## config.mk

```make
export PLATFORM = sky130hd
export DESIGN_NAME = crf_cpu_control_register_file
export DESIGN_NICKNAME = d
export VERILOG_FILES = /design/src/crf_pkg.sv /design/src/crf_cpu_control_register_file.sv
export VERILOG_INCLUDE_DIRS = /design/src
export SDC_FILE = /design/constraint.sdc
export NUM_CORES = 1
export LEC_CHECK = 0
export BUFFER_PORTS_ARGS = -buffer_cell sky130_fd_sc_hd__buf_4
export CAP_MARGIN = 20
export CORE_AREA = 4 4 143 145
export CTS_BUF_LIST = sky130_fd_sc_hd__clkbuf_16
export CTS_CLUSTER_SIZE = 25
export DETAILED_ROUTE_END_ITERATION = 12
export DIE_AREA = 0 0 147 149
export PLACE_DENSITY_LB_ADDON = 0.2
export SYNTH_ARGS = -nofsm -noshare
export SYNTH_HDL_FRONTEND = slang
export SYNTH_SLANG_ARGS = --single-unit
```

## constraint.sdc

```tcl
create_clock -name i_clk -period 6 [get_ports i_clk]
set_input_delay 0.6 -clock i_clk [delete_from_list [all_inputs] [get_ports i_clk]]
set_output_delay 0.6 -clock i_clk [all_outputs]
set_load 0.02 [all_outputs]
```

## src/crf_defines.svh

```systemverilog
// offsets, field positions, reset values and address constants of the control register file
`ifndef CRF_DEFINES_SVH
`define CRF_DEFINES_SVH
// special-function offsets
`define CRF_SFR_SSP_LO 8'h00
`define CRF_SFR_SSP_HI 8'h01
`define CRF_SFR_LRB_LO 8'h02
`define CRF_SFR_LRB_HI 8'h03
`define CRF_SFR_PSW_LO 8'h04
`define CRF_SFR_PSW_HI 8'h05
`define CRF_SFR_TSEG 8'h06
`define CRF_SFR_DSEG 8'h07
// status word bit positions
`define CRF_BIT_SIGN 11
`define CRF_BIT_USER2 10
`define CRF_BIT_OVF 9
`define CRF_BIT_GIE 8
`define CRF_BIT_USER1 6
`define CRF_BIT_USER0 3
`define CRF_BIT_CAS_LO 4
`define CRF_BIT_PSS_LO 0
// reset values
`define CRF_PSW_RST 16'h0000
`define CRF_SSP_RST 16'hffff
`define CRF_SEG_RST 4'h0
// address constants
`define CRF_RAM_BASE 16'h0200
`define CRF_SBA_BASE 8'hc0
`define CRF_CAS_LIM0 16'h03ff
`define CRF_CAS_LIM1 16'h1fff
`define CRF_CAS_LIM2 16'h3fff
`define CRF_CAS_LIM3 16'h7fff
`endif

```

## src/crf_pkg.sv

```systemverilog
// types of the control register file
package crf_pkg;
	// stack pointer motion
	typedef enum logic [1:0] {
		CRF_SP_HOLD = 2'b00,
		CRF_SP_PUSH = 2'b01,
		CRF_SP_POP = 2'b11
	} crf_sp_e;
	// interrupt sequencing states, gray along the 1mb push path
	typedef enum logic [1:0] {
		CRF_IDLE = 2'b00,
		CRF_PUSH_PSW = 2'b01,
		CRF_PUSH_CSEG = 2'b11,
		CRF_VECTOR = 2'b10
	} crf_state_e;
endpackage

```

## src/crf_cpu_control_register_file.sv

```systemverilog
// control, addressing and segment register set of the cpu core
//Function
// (RULE1) sign flag bit 11 follows the msb of each alu result
// (RULE2) overflow flag bit 9 set when result leaves signed range
// (RULE3) user flags bits 10, 6, 3 change only by instruction writes
// (RULE4) global interrupt enable bit 8 gates all maskable interrupts
// (RULE5) interrupt pushes status word then clears enable; return restores it
// (RULE6) enable change affects interrupt generation from the next instruction
// (RULE7) common-area select bits 5:4 give upper limit 03ff/1fff/3fff/7fff
// (RULE8) pointing set bits 2:0 select 8-byte set at 0200h plus 8n
// (RULE9) program counter advances by length or branches; overflow keeps code segment
// (RULE10) any reset source or interrupt loads the program counter from vector; on reset pc_reg loads 0000h, the output shows the vector one cycle
// (RULE11) local base low byte selects block at 0200h plus eight times byte
// (RULE12) local base high byte selects a 256-byte page in data segment
// (RULE13) special-bit accesses only reach offsets c0h to ffh of current page
// (RULE14) local base at offsets 02h/03h, undefined after reset
// (RULE15) stack pointer moves by word, bit 0 always zero; code clears bit 0 on the stack address only
// (RULE16) stack pointer at offset 00h, resets to ffffh
// (RULE17) pointing registers stored low byte even, high byte odd address
// (RULE18) byte local picks 1 of 8 bytes, word local 1 of 4 pairs
// (RULE19) segment registers keep bits 3:0 only, upper bits read zero
// (RULE20) code segment unmapped, changed only by far transfers, resets to 00h
// (RULE21) in 1mb mode interrupts push code segment too; return restores it
// (RULE22) table segment written by sfr access, resets 00h, no overflow carry
// (RULE23) status word clears to 0000h on every reset source
`timescale 1ns/1ps
`include "crf_defines.svh"
module crf_cpu_control_register_file #(
	parameter int DATA_W = 16
) (
	input wire logic i_clk,
	input wire logic i_srst,
	// other reset sources, each one-cycle pulses
	input wire logic i_break_instruction,
	input wire logic i_watchdog_overflow,
	input wire logic i_opcode_trap,
	input wire logic [15:0] i_reset_vector,
	// special-function byte access
	input wire logic i_sfr_wr,
	input wire logic [7:0] i_sfr_addr,
	input wire logic [7:0] i_sfr_wdata,
	output logic [7:0] o_sfr_rdata,
	// alu result flag update
	input wire logic i_alu_upd,
	input wire logic i_alu_word,
	input wire logic i_alu_arith,
	input wire logic [15:0] i_alu_a,
	input wire logic [15:0] i_alu_b,
	input wire logic [15:0] i_alu_res,
	// instruction boundary and program counter control
	input wire logic i_instr_done,
	input wire logic [2:0] i_instr_len,
	input wire logic i_branch,
	input wire logic [15:0] i_branch_target,
	// far transfers: jump, call, vector call, return
	input wire logic i_far_load,
	input wire logic [3:0] i_far_segment,
	// stack ops of calls, returns, pushes and pops
	input wire logic [1:0] i_sp_op,
	input wire logic [15:0] i_pop_data,
	// interrupt entry and return
	input wire logic i_irq_req,
	input wire logic [15:0] i_irq_vector,
	input wire logic i_return_from_interrupt,
	input wire logic [15:0] i_rti_psw,
	input wire logic [3:0] i_rti_cseg,
	input wire logic i_expanded_1mb,
	// special-bit and local register requests
	input wire logic [7:0] i_sba_offset,
	input wire logic [2:0] i_byte_local_sel,
	input wire logic [1:0] i_word_local_sel,
	// outputs
	output logic [15:0] o_processor_status_word,
	output logic [15:0] o_program_counter,
	output logic [15:0] o_system_stack_pointer,
	output logic [15:0] o_stack_addr,
	output logic o_push_valid,
	output logic [15:0] o_push_data,
	output logic o_irq_ack,
	output logic [3:0] o_code_segment_select,
	output logic [3:0] o_table_segment_select,
	output logic [3:0] o_data_segment_select,
	output logic [15:0] o_common_area_limit,
	output logic [15:0] o_pointing_set_addr,
	output logic [15:0] o_byte_local_addr,
	output logic [15:0] o_word_local_addr,
	output logic [15:0] o_sba_addr,
	output logic o_sba_hit,
	output logic o_int_allowed
);
	// ************************************************************
	// reset sources and state
	// ************************************************************
	logic any_reset;
	logic [15:0] psw_reg;
	logic [15:0] pc_reg;
	logic [15:0] ssp_reg;
	logic [15:0] lrb_reg;
	logic [3:0] cseg_reg;
	logic [3:0] tseg_reg;
	logic [3:0] dseg_reg;
	logic gie_eff_reg;
	logic [15:0] psw_next;
	crf_pkg::crf_state_e state_reg;
	crf_pkg::crf_state_e state_next;
	logic push_valid_next;
	logic [15:0] push_data_next;
	logic push_valid_reg;
	logic [15:0] push_data_reg;
	logic ovf;
	logic sign;

	// every reset source restarts the core registers except the local register base
	assign any_reset = i_srst | i_break_instruction | i_watchdog_overflow | i_opcode_trap;

	// ************************************************************
	// flag computation
	// ************************************************************
	// sign and signed overflow from operand and result signs
	always_comb begin
		if (i_alu_word) begin
			sign = i_alu_res[15]; // RULE1
			ovf = (i_alu_a[15] == i_alu_b[15]) && (i_alu_res[15] != i_alu_a[15]); // RULE2
		end else begin
			sign = i_alu_res[7]; // RULE1
			ovf = (i_alu_a[7] == i_alu_b[7]) && (i_alu_res[7] != i_alu_a[7]); // RULE2
		end
	end

	// next status word: sfr writes, alu flags, interrupt entry and return
	always_comb begin
		psw_next = psw_reg;
		if (i_sfr_wr && i_sfr_addr == `CRF_SFR_PSW_LO) begin
			psw_next[7:0] = i_sfr_wdata; // RULE3
		end
		if (i_sfr_wr && i_sfr_addr == `CRF_SFR_PSW_HI) begin
			psw_next[15:8] = i_sfr_wdata; // RULE3
		end
		if (i_alu_upd) begin
			psw_next[`CRF_BIT_SIGN] = sign; // RULE1
			if (i_alu_arith) begin
				psw_next[`CRF_BIT_OVF] = ovf; // RULE2
			end
		end
		if (i_return_from_interrupt) begin
			psw_next = i_rti_psw; // RULE5
		end
		if (state_reg == crf_pkg::CRF_PUSH_PSW) begin
			psw_next[`CRF_BIT_GIE] = 1'b0; // RULE5
		end
	end

	// status word register
	always_ff @(posedge i_clk) begin
		if (any_reset) begin
			psw_reg <= `CRF_PSW_RST; // RULE23
		end else begin
			psw_reg <= psw_next;
		end
	end

	// enable seen by interrupt generation, updated at instruction boundaries
	always_ff @(posedge i_clk) begin
		if (any_reset) begin
			gie_eff_reg <= 1'b0;
		end else if (state_reg == crf_pkg::CRF_PUSH_PSW) begin
			gie_eff_reg <= 1'b0;
		end else if (i_instr_done) begin
			gie_eff_reg <= psw_next[`CRF_BIT_GIE]; // RULE6
		end
	end

	assign o_int_allowed = gie_eff_reg & (state_reg == crf_pkg::CRF_IDLE); // RULE4

	// ************************************************************
	// interrupt entry sequence
	// ************************************************************
	// idle -> push status -> push code segment (1mb) -> vector
	always_comb begin
		state_next = state_reg;
		push_valid_next = 1'b0;
		push_data_next = 16'h0000;
		case (state_reg)
			crf_pkg::CRF_IDLE: begin
				if (i_irq_req && o_int_allowed && i_instr_done) begin
					state_next = crf_pkg::CRF_PUSH_PSW;
				end
			end
			crf_pkg::CRF_PUSH_PSW: begin
				push_valid_next = 1'b1;
				push_data_next = psw_reg; // RULE5
				state_next = i_expanded_1mb ? crf_pkg::CRF_PUSH_CSEG : crf_pkg::CRF_VECTOR;
			end
			crf_pkg::CRF_PUSH_CSEG: begin
				push_valid_next = 1'b1;
				push_data_next = {12'h000, cseg_reg}; // RULE21
				state_next = crf_pkg::CRF_VECTOR;
			end
			crf_pkg::CRF_VECTOR: begin
				state_next = crf_pkg::CRF_IDLE;
			end
			default: begin
				state_next = crf_pkg::CRF_IDLE;
			end
		endcase
	end

	// sequencer state and push strobe
	always_ff @(posedge i_clk) begin
		if (any_reset) begin
			state_reg <= crf_pkg::CRF_IDLE;
			push_valid_reg <= 1'b0;
			push_data_reg <= 16'h0000;
		end else begin
			state_reg <= state_next;
			push_valid_reg <= push_valid_next;
			push_data_reg <= push_data_next;
		end
	end

	assign o_push_valid = push_valid_reg;
	assign o_push_data = push_data_reg;
	assign o_irq_ack = (state_reg == crf_pkg::CRF_VECTOR);

	// ************************************************************
	// program counter
	// ************************************************************
	// vector loads win over branches; increment wraps in 16 bits
	always_ff @(posedge i_clk) begin
		if (any_reset) begin
			pc_reg <= 16'h0000; // RULE10
		end else if (state_reg == crf_pkg::CRF_VECTOR) begin
			pc_reg <= i_irq_vector; // RULE10
		end else if (i_branch) begin
			pc_reg <= i_branch_target; // RULE9
		end else if (i_instr_done) begin
			pc_reg <= pc_reg + {13'h0000, i_instr_len}; // RULE9
		end
	end

	// vector fetch after reset release: the output shows the reset vector until the first edge, pc_reg holds 0000h
	logic rst_d_reg;
	always_ff @(posedge i_clk) begin
		rst_d_reg <= any_reset;
	end

	assign o_program_counter = rst_d_reg ? i_reset_vector : pc_reg; // RULE10

	// ************************************************************
	// stack pointer
	// ************************************************************
	// word moves only; bit 0 is forced to zero on the stack address
	always_ff @(posedge i_clk) begin
		if (any_reset) begin
			ssp_reg <= `CRF_SSP_RST; // RULE16
		end else if (push_valid_next || i_sp_op == crf_pkg::CRF_SP_PUSH) begin
			ssp_reg <= ssp_reg - 16'h0002; // RULE15
		end else if (i_sp_op == crf_pkg::CRF_SP_POP) begin
			ssp_reg <= ssp_reg + 16'h0002; // RULE15
		end else if (i_sfr_wr && i_sfr_addr == `CRF_SFR_SSP_LO) begin
			ssp_reg[7:0] <= i_sfr_wdata; // RULE16
		end else if (i_sfr_wr && i_sfr_addr == `CRF_SFR_SSP_HI) begin
			ssp_reg[15:8] <= i_sfr_wdata; // RULE16
		end
	end

	assign o_system_stack_pointer = ssp_reg;
	assign o_stack_addr = {ssp_reg[15:1], 1'b0}; // RULE15

	// ************************************************************
	// local register base, no reset value
	// ************************************************************
	always_ff @(posedge i_clk) begin
		if (i_sfr_wr && i_sfr_addr == `CRF_SFR_LRB_LO) begin
			lrb_reg[7:0] <= i_sfr_wdata; // RULE14
		end
		if (i_sfr_wr && i_sfr_addr == `CRF_SFR_LRB_HI) begin
			lrb_reg[15:8] <= i_sfr_wdata; // RULE14
		end
	end

	// ************************************************************
	// segment registers
	// ************************************************************
	// code segment: only far transfers, interrupt return
	always_ff @(posedge i_clk) begin
		if (any_reset) begin
			cseg_reg <= `CRF_SEG_RST; // RULE20
		end else if (i_return_from_interrupt && i_expanded_1mb) begin
			cseg_reg <= i_rti_cseg; // RULE21
		end else if (i_far_load) begin
			cseg_reg <= i_far_segment; // RULE20
		end
	end

	// table and data segments: sfr writes keep the low nibble
	always_ff @(posedge i_clk) begin
		if (any_reset) begin
			tseg_reg <= `CRF_SEG_RST; // RULE22
		end else if (i_sfr_wr && i_sfr_addr == `CRF_SFR_TSEG) begin
			tseg_reg <= i_sfr_wdata[3:0]; // RULE19
		end
	end

	always_ff @(posedge i_clk) begin
		if (any_reset) begin
			dseg_reg <= `CRF_SEG_RST;
		end else if (i_sfr_wr && i_sfr_addr == `CRF_SFR_DSEG) begin
			dseg_reg <= i_sfr_wdata[3:0]; // RULE19
		end
	end

	assign o_code_segment_select = cseg_reg;
	assign o_table_segment_select = tseg_reg;
	assign o_data_segment_select = dseg_reg;
	assign o_processor_status_word = psw_reg;

	// ************************************************************
	// sfr read mux
	// ************************************************************
	always_comb begin
		case (i_sfr_addr)
			`CRF_SFR_SSP_LO: o_sfr_rdata = ssp_reg[7:0];
			`CRF_SFR_SSP_HI: o_sfr_rdata = ssp_reg[15:8];
			`CRF_SFR_LRB_LO: o_sfr_rdata = lrb_reg[7:0];
			`CRF_SFR_LRB_HI: o_sfr_rdata = lrb_reg[15:8];
			`CRF_SFR_PSW_LO: o_sfr_rdata = psw_reg[7:0];
			`CRF_SFR_PSW_HI: o_sfr_rdata = psw_reg[15:8];
			`CRF_SFR_TSEG: o_sfr_rdata = {4'h0, tseg_reg}; // RULE19
			`CRF_SFR_DSEG: o_sfr_rdata = {4'h0, dseg_reg}; // RULE19
			default: o_sfr_rdata = 8'h00;
		endcase
	end

	// ************************************************************
	// address generation
	// ************************************************************
	// common-area limit from bits 5:4
	always_comb begin
		case (psw_reg[`CRF_BIT_CAS_LO +: 2])
			2'b00: o_common_area_limit = `CRF_CAS_LIM0; // RULE7
			2'b01: o_common_area_limit = `CRF_CAS_LIM1; // RULE7
			2'b10: o_common_area_limit = `CRF_CAS_LIM2; // RULE7
			default: o_common_area_limit = `CRF_CAS_LIM3; // RULE7
		endcase
	end

	// pointing set base; index_one, index_two, data_pointer, user_stack_pointer
	// follow at +0, +2, +4, +6 with low byte at the even address
	assign o_pointing_set_addr = `CRF_RAM_BASE + {10'h000, psw_reg[`CRF_BIT_PSS_LO +: 3], 3'b000}; // RULE8 RULE17

	// local register block and element
	logic [15:0] local_block;
	assign local_block = `CRF_RAM_BASE + {5'h00, lrb_reg[7:0], 3'b000}; // RULE11
	assign o_byte_local_addr = local_block + {13'h0000, i_byte_local_sel}; // RULE18
	assign o_word_local_addr = local_block + {13'h0000, i_word_local_sel, 1'b0}; // RULE18

	// special-bit area on the current page
	assign o_sba_hit = (i_sba_offset >= `CRF_SBA_BASE); // RULE13
	assign o_sba_addr = {lrb_reg[15:8], 2'b11, i_sba_offset[5:0]}; // RULE12 RULE13
endmodule

```

==> results of run 1 <==
-- synth_stat cells, types with 5 or more instances --
library cell and instances:
xnor2_1 11, a21oi_1 41, o31ai_1 6, a211oi_1 10, dfxtp_1 81, mux2i_1 32
mux2_2 18, a221o_1 7, nor3_1 20, buf_4 90, nor2_1 50, inv_1 17
nand2_1 71, edfxtp_1 16, nand4_1 10, o22ai_1 5, ha_1 6, buf_1 6
and2_1 5, nor4_1 10, clkbuf_1 38, o21ai_0 47, xor2_1 5, mux4_2 6
o31a_1 5, a31oi_1 10, nand3_1 21, and3_1 18, a22oi_1 8, nor2b_1 8
-- stage by stage --
step	total power [mW]	hold slack (ns)
global placement	0.934	0.470
finish	1.53	0.467
detailed placement	0.935	0.472
CTS	1.54	0.453
global route	1.59	0.463
floorplan	0.853	0.446
-- how the worst max path moves through the flow --
stage	from	endpoint	cells after the start
global route	state_reg[1]$_SDFFE_PP0P_	o_irq_ack	3
floorplan	i_sfr_addr[3]	o_sfr_rdata[0]	5
CTS	state_reg[1]$_SDFFE_PP0P_	o_irq_ack	3
global placement	i_sfr_addr[3]	o_sfr_rdata[5]	6
detailed placement	i_sfr_addr[3]	o_sfr_rdata[5]	6
finish	state_reg[1]$_SDFFE_PP0P_	o_irq_ack	3
-- critical path, cell delays in order (launching register included) --
cell      delay [ns]
dfxtp_1         0.59
nand2b_1        0.49
inv_1           0.71
buf_4           0.26
-- where the power goes --
| group | internal (mW) | switching, mW |
|---|---|---|
| registers | 0.665 | 0.0107 |
| clock network | 0.336 | 0.272 |
| logic | 0.111 | 0.134 |
-- cell type report --
type,count,area (sq um),share of cell area [%]
tap,265,332,4.02
clock inverter,5,40.0,0.486
inverter,19,71.3,0.865
multi-input combinational,538,3490,42.3
sequential,97,2100,25.5
timing repair buffer,258,1930,23.5
clock buffer,11,275,3.34
-- cell families after synthesis --
logic type | synth area share (%)
adders and majority gates | 1.49
xor gates and xnor gates | 2.19
muxes | 10.8
DFF | 32.9
and+or+nand+nor | 19.4
other | 0.118
buffers and inverters | 14.7
AOI/OAI and AO/OA | 18.4
-- routing by layer --
| metal | vias to the layer above | global-route usage [%] | share of wire (%) |
|---|---|---|---|
| met5 | - | 0 | 0 |
| met4 | 0 | 5.96 | 2.1 |
| met3 | 30 | 4.31 | 6.9 |
| met2 | 245 | 31.9 | 47 |
| met1 | 2889 | 25.7 | 44 |
| li1 | 2950 | - | - |
==> results.json, run 1 <==
{
  "place_congestion": 0.871,
  "clk_transition_reported_paths_ns": 0.07,
  "initial_core_util_pct": 33.3,
  "grt_pass1_vias": 5759,
  "worstPathMaxFanout": 20,
  "drt-total-wl_um": 22400,
  "via_per_inst": 5.12,
  "detail_route.first_pass.iterations": 4,
  "min_to": "pc_reg[6]$_SDFFE_PP0P_",
  "drt_iter0_markers": 330,
  "clk_root_buffer_cell": "clkbuf_16",
  "antenna_cells": 0,
  "grt_pass1_wl_um": 33600,
  "vias": 6114,
  "grt.total_usage_pct": 19.4,
  "rows": 51,
  "cp-end-kind": "output port",
  "power.static_leakage_nw": 3.55,
  "clockBufferDepth": 2,
  "ctsResizeCount": 0,
  "io_pins": 369,
  "nFillCells": 1962,
  "finalCritPeriodShare_pct": 50.3,
  "final_cell_mix": "buf_4 (257), dfxtp_1 (81), nand2_1 (71)",
  "synth_top_area_share_pct": 25.4,
  "cts_num_sinks": 97,
  "drv_cap": 0,
  "peakVddDrop_uv": 121,
  "hpwlAfterDp_um": 17100,
  "synthToLayoutAreaGrowth_pct": 29.0,
  "post_drt_wl_per_cell_um": 18.8,
  "fin_ws_ns": 2.98,
  "die_w_um": 147,
  "status": "complete, no violations",
  "worstRegToRegCells": 6,
  "die_area_sq_um": 21900,
  "final_common_cell": "buf_4",
  "nets": 1115,
  "gr-total-overflow": 0,
  "cp-start-kind": "flop",
  "hp-start": "i_irq_vector[6]",
  "cts_tree": "done",
  "stdcell_area_sq_um": 8240,
  "crit_required_ns": 5.40,
  "p_per_area_nw_per_um2": 185,
  "avgSynthCellArea_sq_um": 8.44,
  "ys_top_cells_by_area": "dfxtp_1 (25%), buf_4 (11%), edfxtp_1 (7.5%)",
  "ant_nets": 0,
  "rsz0062_at_grt": "false",
  "coreArea_sq_um": 19200,
  "numCtsBuffers": 9,
  "r2r_end": "pc_reg[3]$_SDFFE_PP0P_",
  "ys_seq_area_share_pct": 32.9,
  "final_util_pct": 42.9,
  "pre_cts_ws_ns": 2.99,
  "synth-seq-cells": 97,
  "dp_cells": 1175,
  "cts_hold_buffers": 0,
  "fin_cells": 1193,
  "timing.rr.start": "state_reg[0]$_SDFFE_PP0P_",
  "place_area_sq_um": 7910,
  "drive_above_1_share_pct": 34.4,
  "finalSetupViolations": 0,
  "hold_path_class": "input pin to flop",
  "ys.flop_type": "dfxtp_1",
  "clock_skew_ns": 0.0107,
  "syn_area_sq_um": 6390,
  "yosys_warnings": 0,
  "grt_max_degree": 40,
  "yosys.area.top_type": "dfxtp_1",
  "ys_types": 78,
  "h-tree-depth": 3,
  "worstMarginPinSlew_ns": 1.11,
  "drc_errors": 0,
  "antenna_found_initial": 0,
  "drv_slew": 0,
  "port_buffers": 252,
  "relSlewSlack_pct": 26.0,
  "whs_path_depth": 3,
  "finalHoldViolCount": 0,
  "async_flop_share_pct": 0,
  "synth_edf_count": 16,
  "critPathKind": "flop to output port",
  "clk-insertion-delay-late_ns": 0.35,
  "setup_tns_ns": 0,
  "cp.arrival_ns": 2.42,
  "r2r_slack_ns": 3.11,
  "die_h_um": 149,
  "max_freq_mhz": 332,
  "cts_setup_buffers": 0,
  "period_needed_ns": 3.02,
  "syn_inst": 757
}
Note: power is estimated with default switching activity, not from simulation.
==> run 2: changes to the inputs <==
--- a/config.mk
+++ b/config.mk
@@ -6,13 +6,14 @@
 export SDC_FILE = /design/constraint.sdc
 export NUM_CORES = 1
 export LEC_CHECK = 0
+export ABC_AREA = 1
 export BUFFER_PORTS_ARGS = -buffer_cell sky130_fd_sc_hd__buf_4
 export CAP_MARGIN = 20
-export CORE_AREA = 4 4 143 145
+export CORE_AREA = 4 4 141 143
 export CTS_BUF_LIST = sky130_fd_sc_hd__clkbuf_16
 export CTS_CLUSTER_SIZE = 25
 export DETAILED_ROUTE_END_ITERATION = 12
-export DIE_AREA = 0 0 147 149
+export DIE_AREA = 0 0 145 147
 export PLACE_DENSITY_LB_ADDON = 0.2
 export SYNTH_ARGS = -nofsm -noshare
 export SYNTH_HDL_FRONTEND = slang
==> constraint.sdc (replaced) <==
create_clock -name i_clk -period 3.1 [get_ports i_clk]
set_input_delay 0.31 -clock i_clk [delete_from_list [all_inputs] [get_ports i_clk]]
set_output_delay 0.31 -clock i_clk [all_outputs]
set_load 0.02 [all_outputs]
==> run 2 against run 1 <==
  * Worst hold slack got worse by 0.27 ns
  * Core utilization rose by 2.3 points
  * Sequential share of layout area fell by 0.47 points
  * Power rose by 85%
  * Critical path depth rose by 6
  * Sequential power rose by 92%
  * Synthesized cell count rose by 31%
  * Final cell count rose by 19%
  * Worst setup slack got worse by 2.0 ns
==> results.json, run 2 <==
{
  "worstPathMaxFanout": 7,
  "power.static_leakage_nw": 4.10,
  "yosys.area.top_type": "dfxtp_1",
  "cts_tree": "done",
  "antenna_found_initial": 0,
  "grt_max_degree": 47,
  "h-tree-depth": 3,
  "drive_above_1_share_pct": 26.7,
  "async_flop_share_pct": 0,
  "synth_xor_area_share_pct": 1.06,
  "numCtsBuffers": 9,
  "final_common_cell": "buf_4",
  "cts_num_sinks": 97,
  "drv_cap": 0,
  "critPathKind": "input pin to output port",
  "max_freq_mhz": 465,
  "finalCritPeriodShare_pct": 69.3,
  "avgSynthCellArea_sq_um": 6.67,
  "clk-insertion-delay-late_ns": 0.35,
  "grt.total_usage_pct": 21.9,
  "rows": 50,
  "drt_iter0_markers": 465,
  "drv_slew": 0,
  "crit_required_ns": 2.79,
  "syn_area_sq_um": 6630,
  "crit_slowest_cell": "o22ai_1",
  "crit_buf_inv": 3,
  "yosys_warnings": 0,
  "gr-total-overflow": 0,
  "rsz0062_at_grt": "false",
  "relSlewSlack_pct": 38.4,
  "hold_path_class": "input pin to flop",
  "detail_route.first_pass.iterations": 5,
  "startpoint": "i_sfr_addr[5]",
  "setup_tns_ns": 0,
  "cp-end-kind": "output port",
  "yosys.area_share.simple_pct": 28.8,
  "synth_common_cells": "nand2_1 (240), inv_1 (112), buf_4 (92), dfxtp_1 (81), o21ai_0 (77)",
  "ys_types": 48,
  "synth-seq-cells": 97,
  "synth-compound-area-share_pct": 16.9,
  "final_cell_mix": "buf_4 (256), nand2_1 (240), inv_1 (115)",
  "via_per_inst": 4.98,
  "peakVddDrop_uv": 321,
  "port_buffers": 252,
  "status": "complete, no violations",
  "die_area_sq_um": 21300,
  "drc_errors": 0,
  "clockBufferDepth": 2,
  "stdcell_area_sq_um": 8390,
  "post_drt_wl_per_cell_um": 17.0,
  "synthToLayoutAreaGrowth_pct": 26.7,
  "synth_most_common_cell": "nand2_1",
  "syn_inst": 993,
  "cp-start-kind": "input pin",
  "place_area_sq_um": 8140,
  "ctsResizeCount": 0,
  "cp_cell_sequence": "buf_4 -> nor2_1 -> nand3_2 -> nor2_4 -> nand3_1 -> o22ai_1 -> inv_1 -> nand4_1 -> buf_4",
  "synth_top_family_by_area": "simple AND/OR/NAND/NOR gates",
  "finalSetupViolations": 0,
  "nets": 1368,
  "die_w_um": 145,
  "hp-start": "i_sfr_wdata[7]",
  "synth_top_area_share_pct": 24.5,
  "place_congestion": 0.924,
  "ys_top_cells_by_area": "dfxtp_1 (24%), nand2_1 (14%), buf_4 (10%)",
  "grt_pass1_wl_um": 37200,
  "antenna_cells": 0,
  "slowest_delay_ns": 0.29,
  "path_delay_family": "simple AND/OR/NAND/NOR gates",
  "worstMarginPinSlew_ns": 0.923,
  "yosys.area_share.adder_pct": 1.44,
  "initial_core_util_pct": 35.7,
  "die_h_um": 147,
  "cts_hold_buffers": 0,
  "grt_pass1_vias": 6567,
  "period_needed_ns": 2.15,
  "clk_transition_reported_paths_ns": 0.07,
  "synthMuxAreaShare_pct": 0.340,
  "vias": 7041,
  "drt-total-wl_um": 24100,
  "hpwlAfterDp_um": 18800,
  "ys_seq_area_share_pct": 31.7,
  "cpMostUsedCell": "buf_4",
  "p_per_area_nw_per_um2": 338,
  "cp.arrival_ns": 1.84,
  "clk_root_buffer_cell": "clkbuf_16",
  "clock_skew_ns": 0.00750,
  "coreArea_sq_um": 18600,
  "finalHoldViolCount": 0,
  "cts_setup_buffers": 0,
  "io_pins": 369,
  "synth_edf_count": 16,
  "ant_nets": 0,
  "ys.flop_type": "dfxtp_1",
  "timing.rr.start": "state_reg[0]$_SDFFE_PP0P_"
}
run 2: through the flow:
step           hold slack (ns)  utilization, %  total power, mW  std cells  worst slack (ns)
4_1_cts                  0.179            45.2             2.85       1415             0.958
6_report                 0.195            45.2             2.83       1415             0.950
5_1_grt                  0.178            45.2             2.96       1415             0.866
2_1_floorplan            0.409               -             1.67       1027              1.43
3_5_place_dp             0.473            43.8             1.83       1399             0.960
3_3_place_gp             0.463            43.8             1.83       1399             0.965
run 2: kinds of logic (layout without fill, tap and decap cells):
group / Yosys count / in the layout
fa+ha+maj: 7 / 7
xor+xnor: 8 / 8
simple gates: 432 / 432
other cells: 2 / 36
buf+inv: 242 / 396
compound gates: 203 / 203
flops: 97 / 97
mux: 2 / 2
run 2: where the power goes:
group | switching (mW) | internal [mW] | leakage (nW) | total, mW
Sequential | 0.0165 | 1.29 | 0.798 | 1.30
Clock | 0.501 | 0.531 | 0.143 | 1.03
Combinational | 0.297 | 0.201 | 3.16 | 0.499
Total | 0.815 | 2.02 | 4.10 | 2.83
run 2: per-layer routing:
| layer | wire length [um] | vias up | global-route usage, % |
|---|---|---|---|
| met1 | 10400 | 3235 | 29.0 |
| li1 | - | 3487 | - |
| met2 | 11200 | 292 | 35.9 |
| met5 | 0 | - | 0 |
| met3 | 1950 | 27 | 4.66 |
| met4 | 530 | 0 | 6.94 |
run 2: path summary, 6_finish.rpt:
| check | to | slack (ns) | cells past startpoint |
|---|---|---|---|
| worst min-delay path | lrb_reg[7]$_DFFE_PP_ | 0.20 | 1 |
| worst min register to register | o_data_segment_select[1]$_SDFFE_PP0P_ | 0.49 | 2 |
| worst max register to register | pc_reg[6]$_SDFFE_PP0P_ | 1.04 | 7 |
| worst max-delay path | o_sfr_rdata[2] | 0.95 | 9 |
run 2: final cells by class:
type | count | area [sq um]
clock buffer | 9 | 225
clock inverter | 7 | 31.3
fill | 2000 | 10200
inverter | 124 | 465
multi-input combinational | 688 | 3360
sequential | 97 | 2100
tap | 234 | 293
timing repair buffer | 256 | 1920
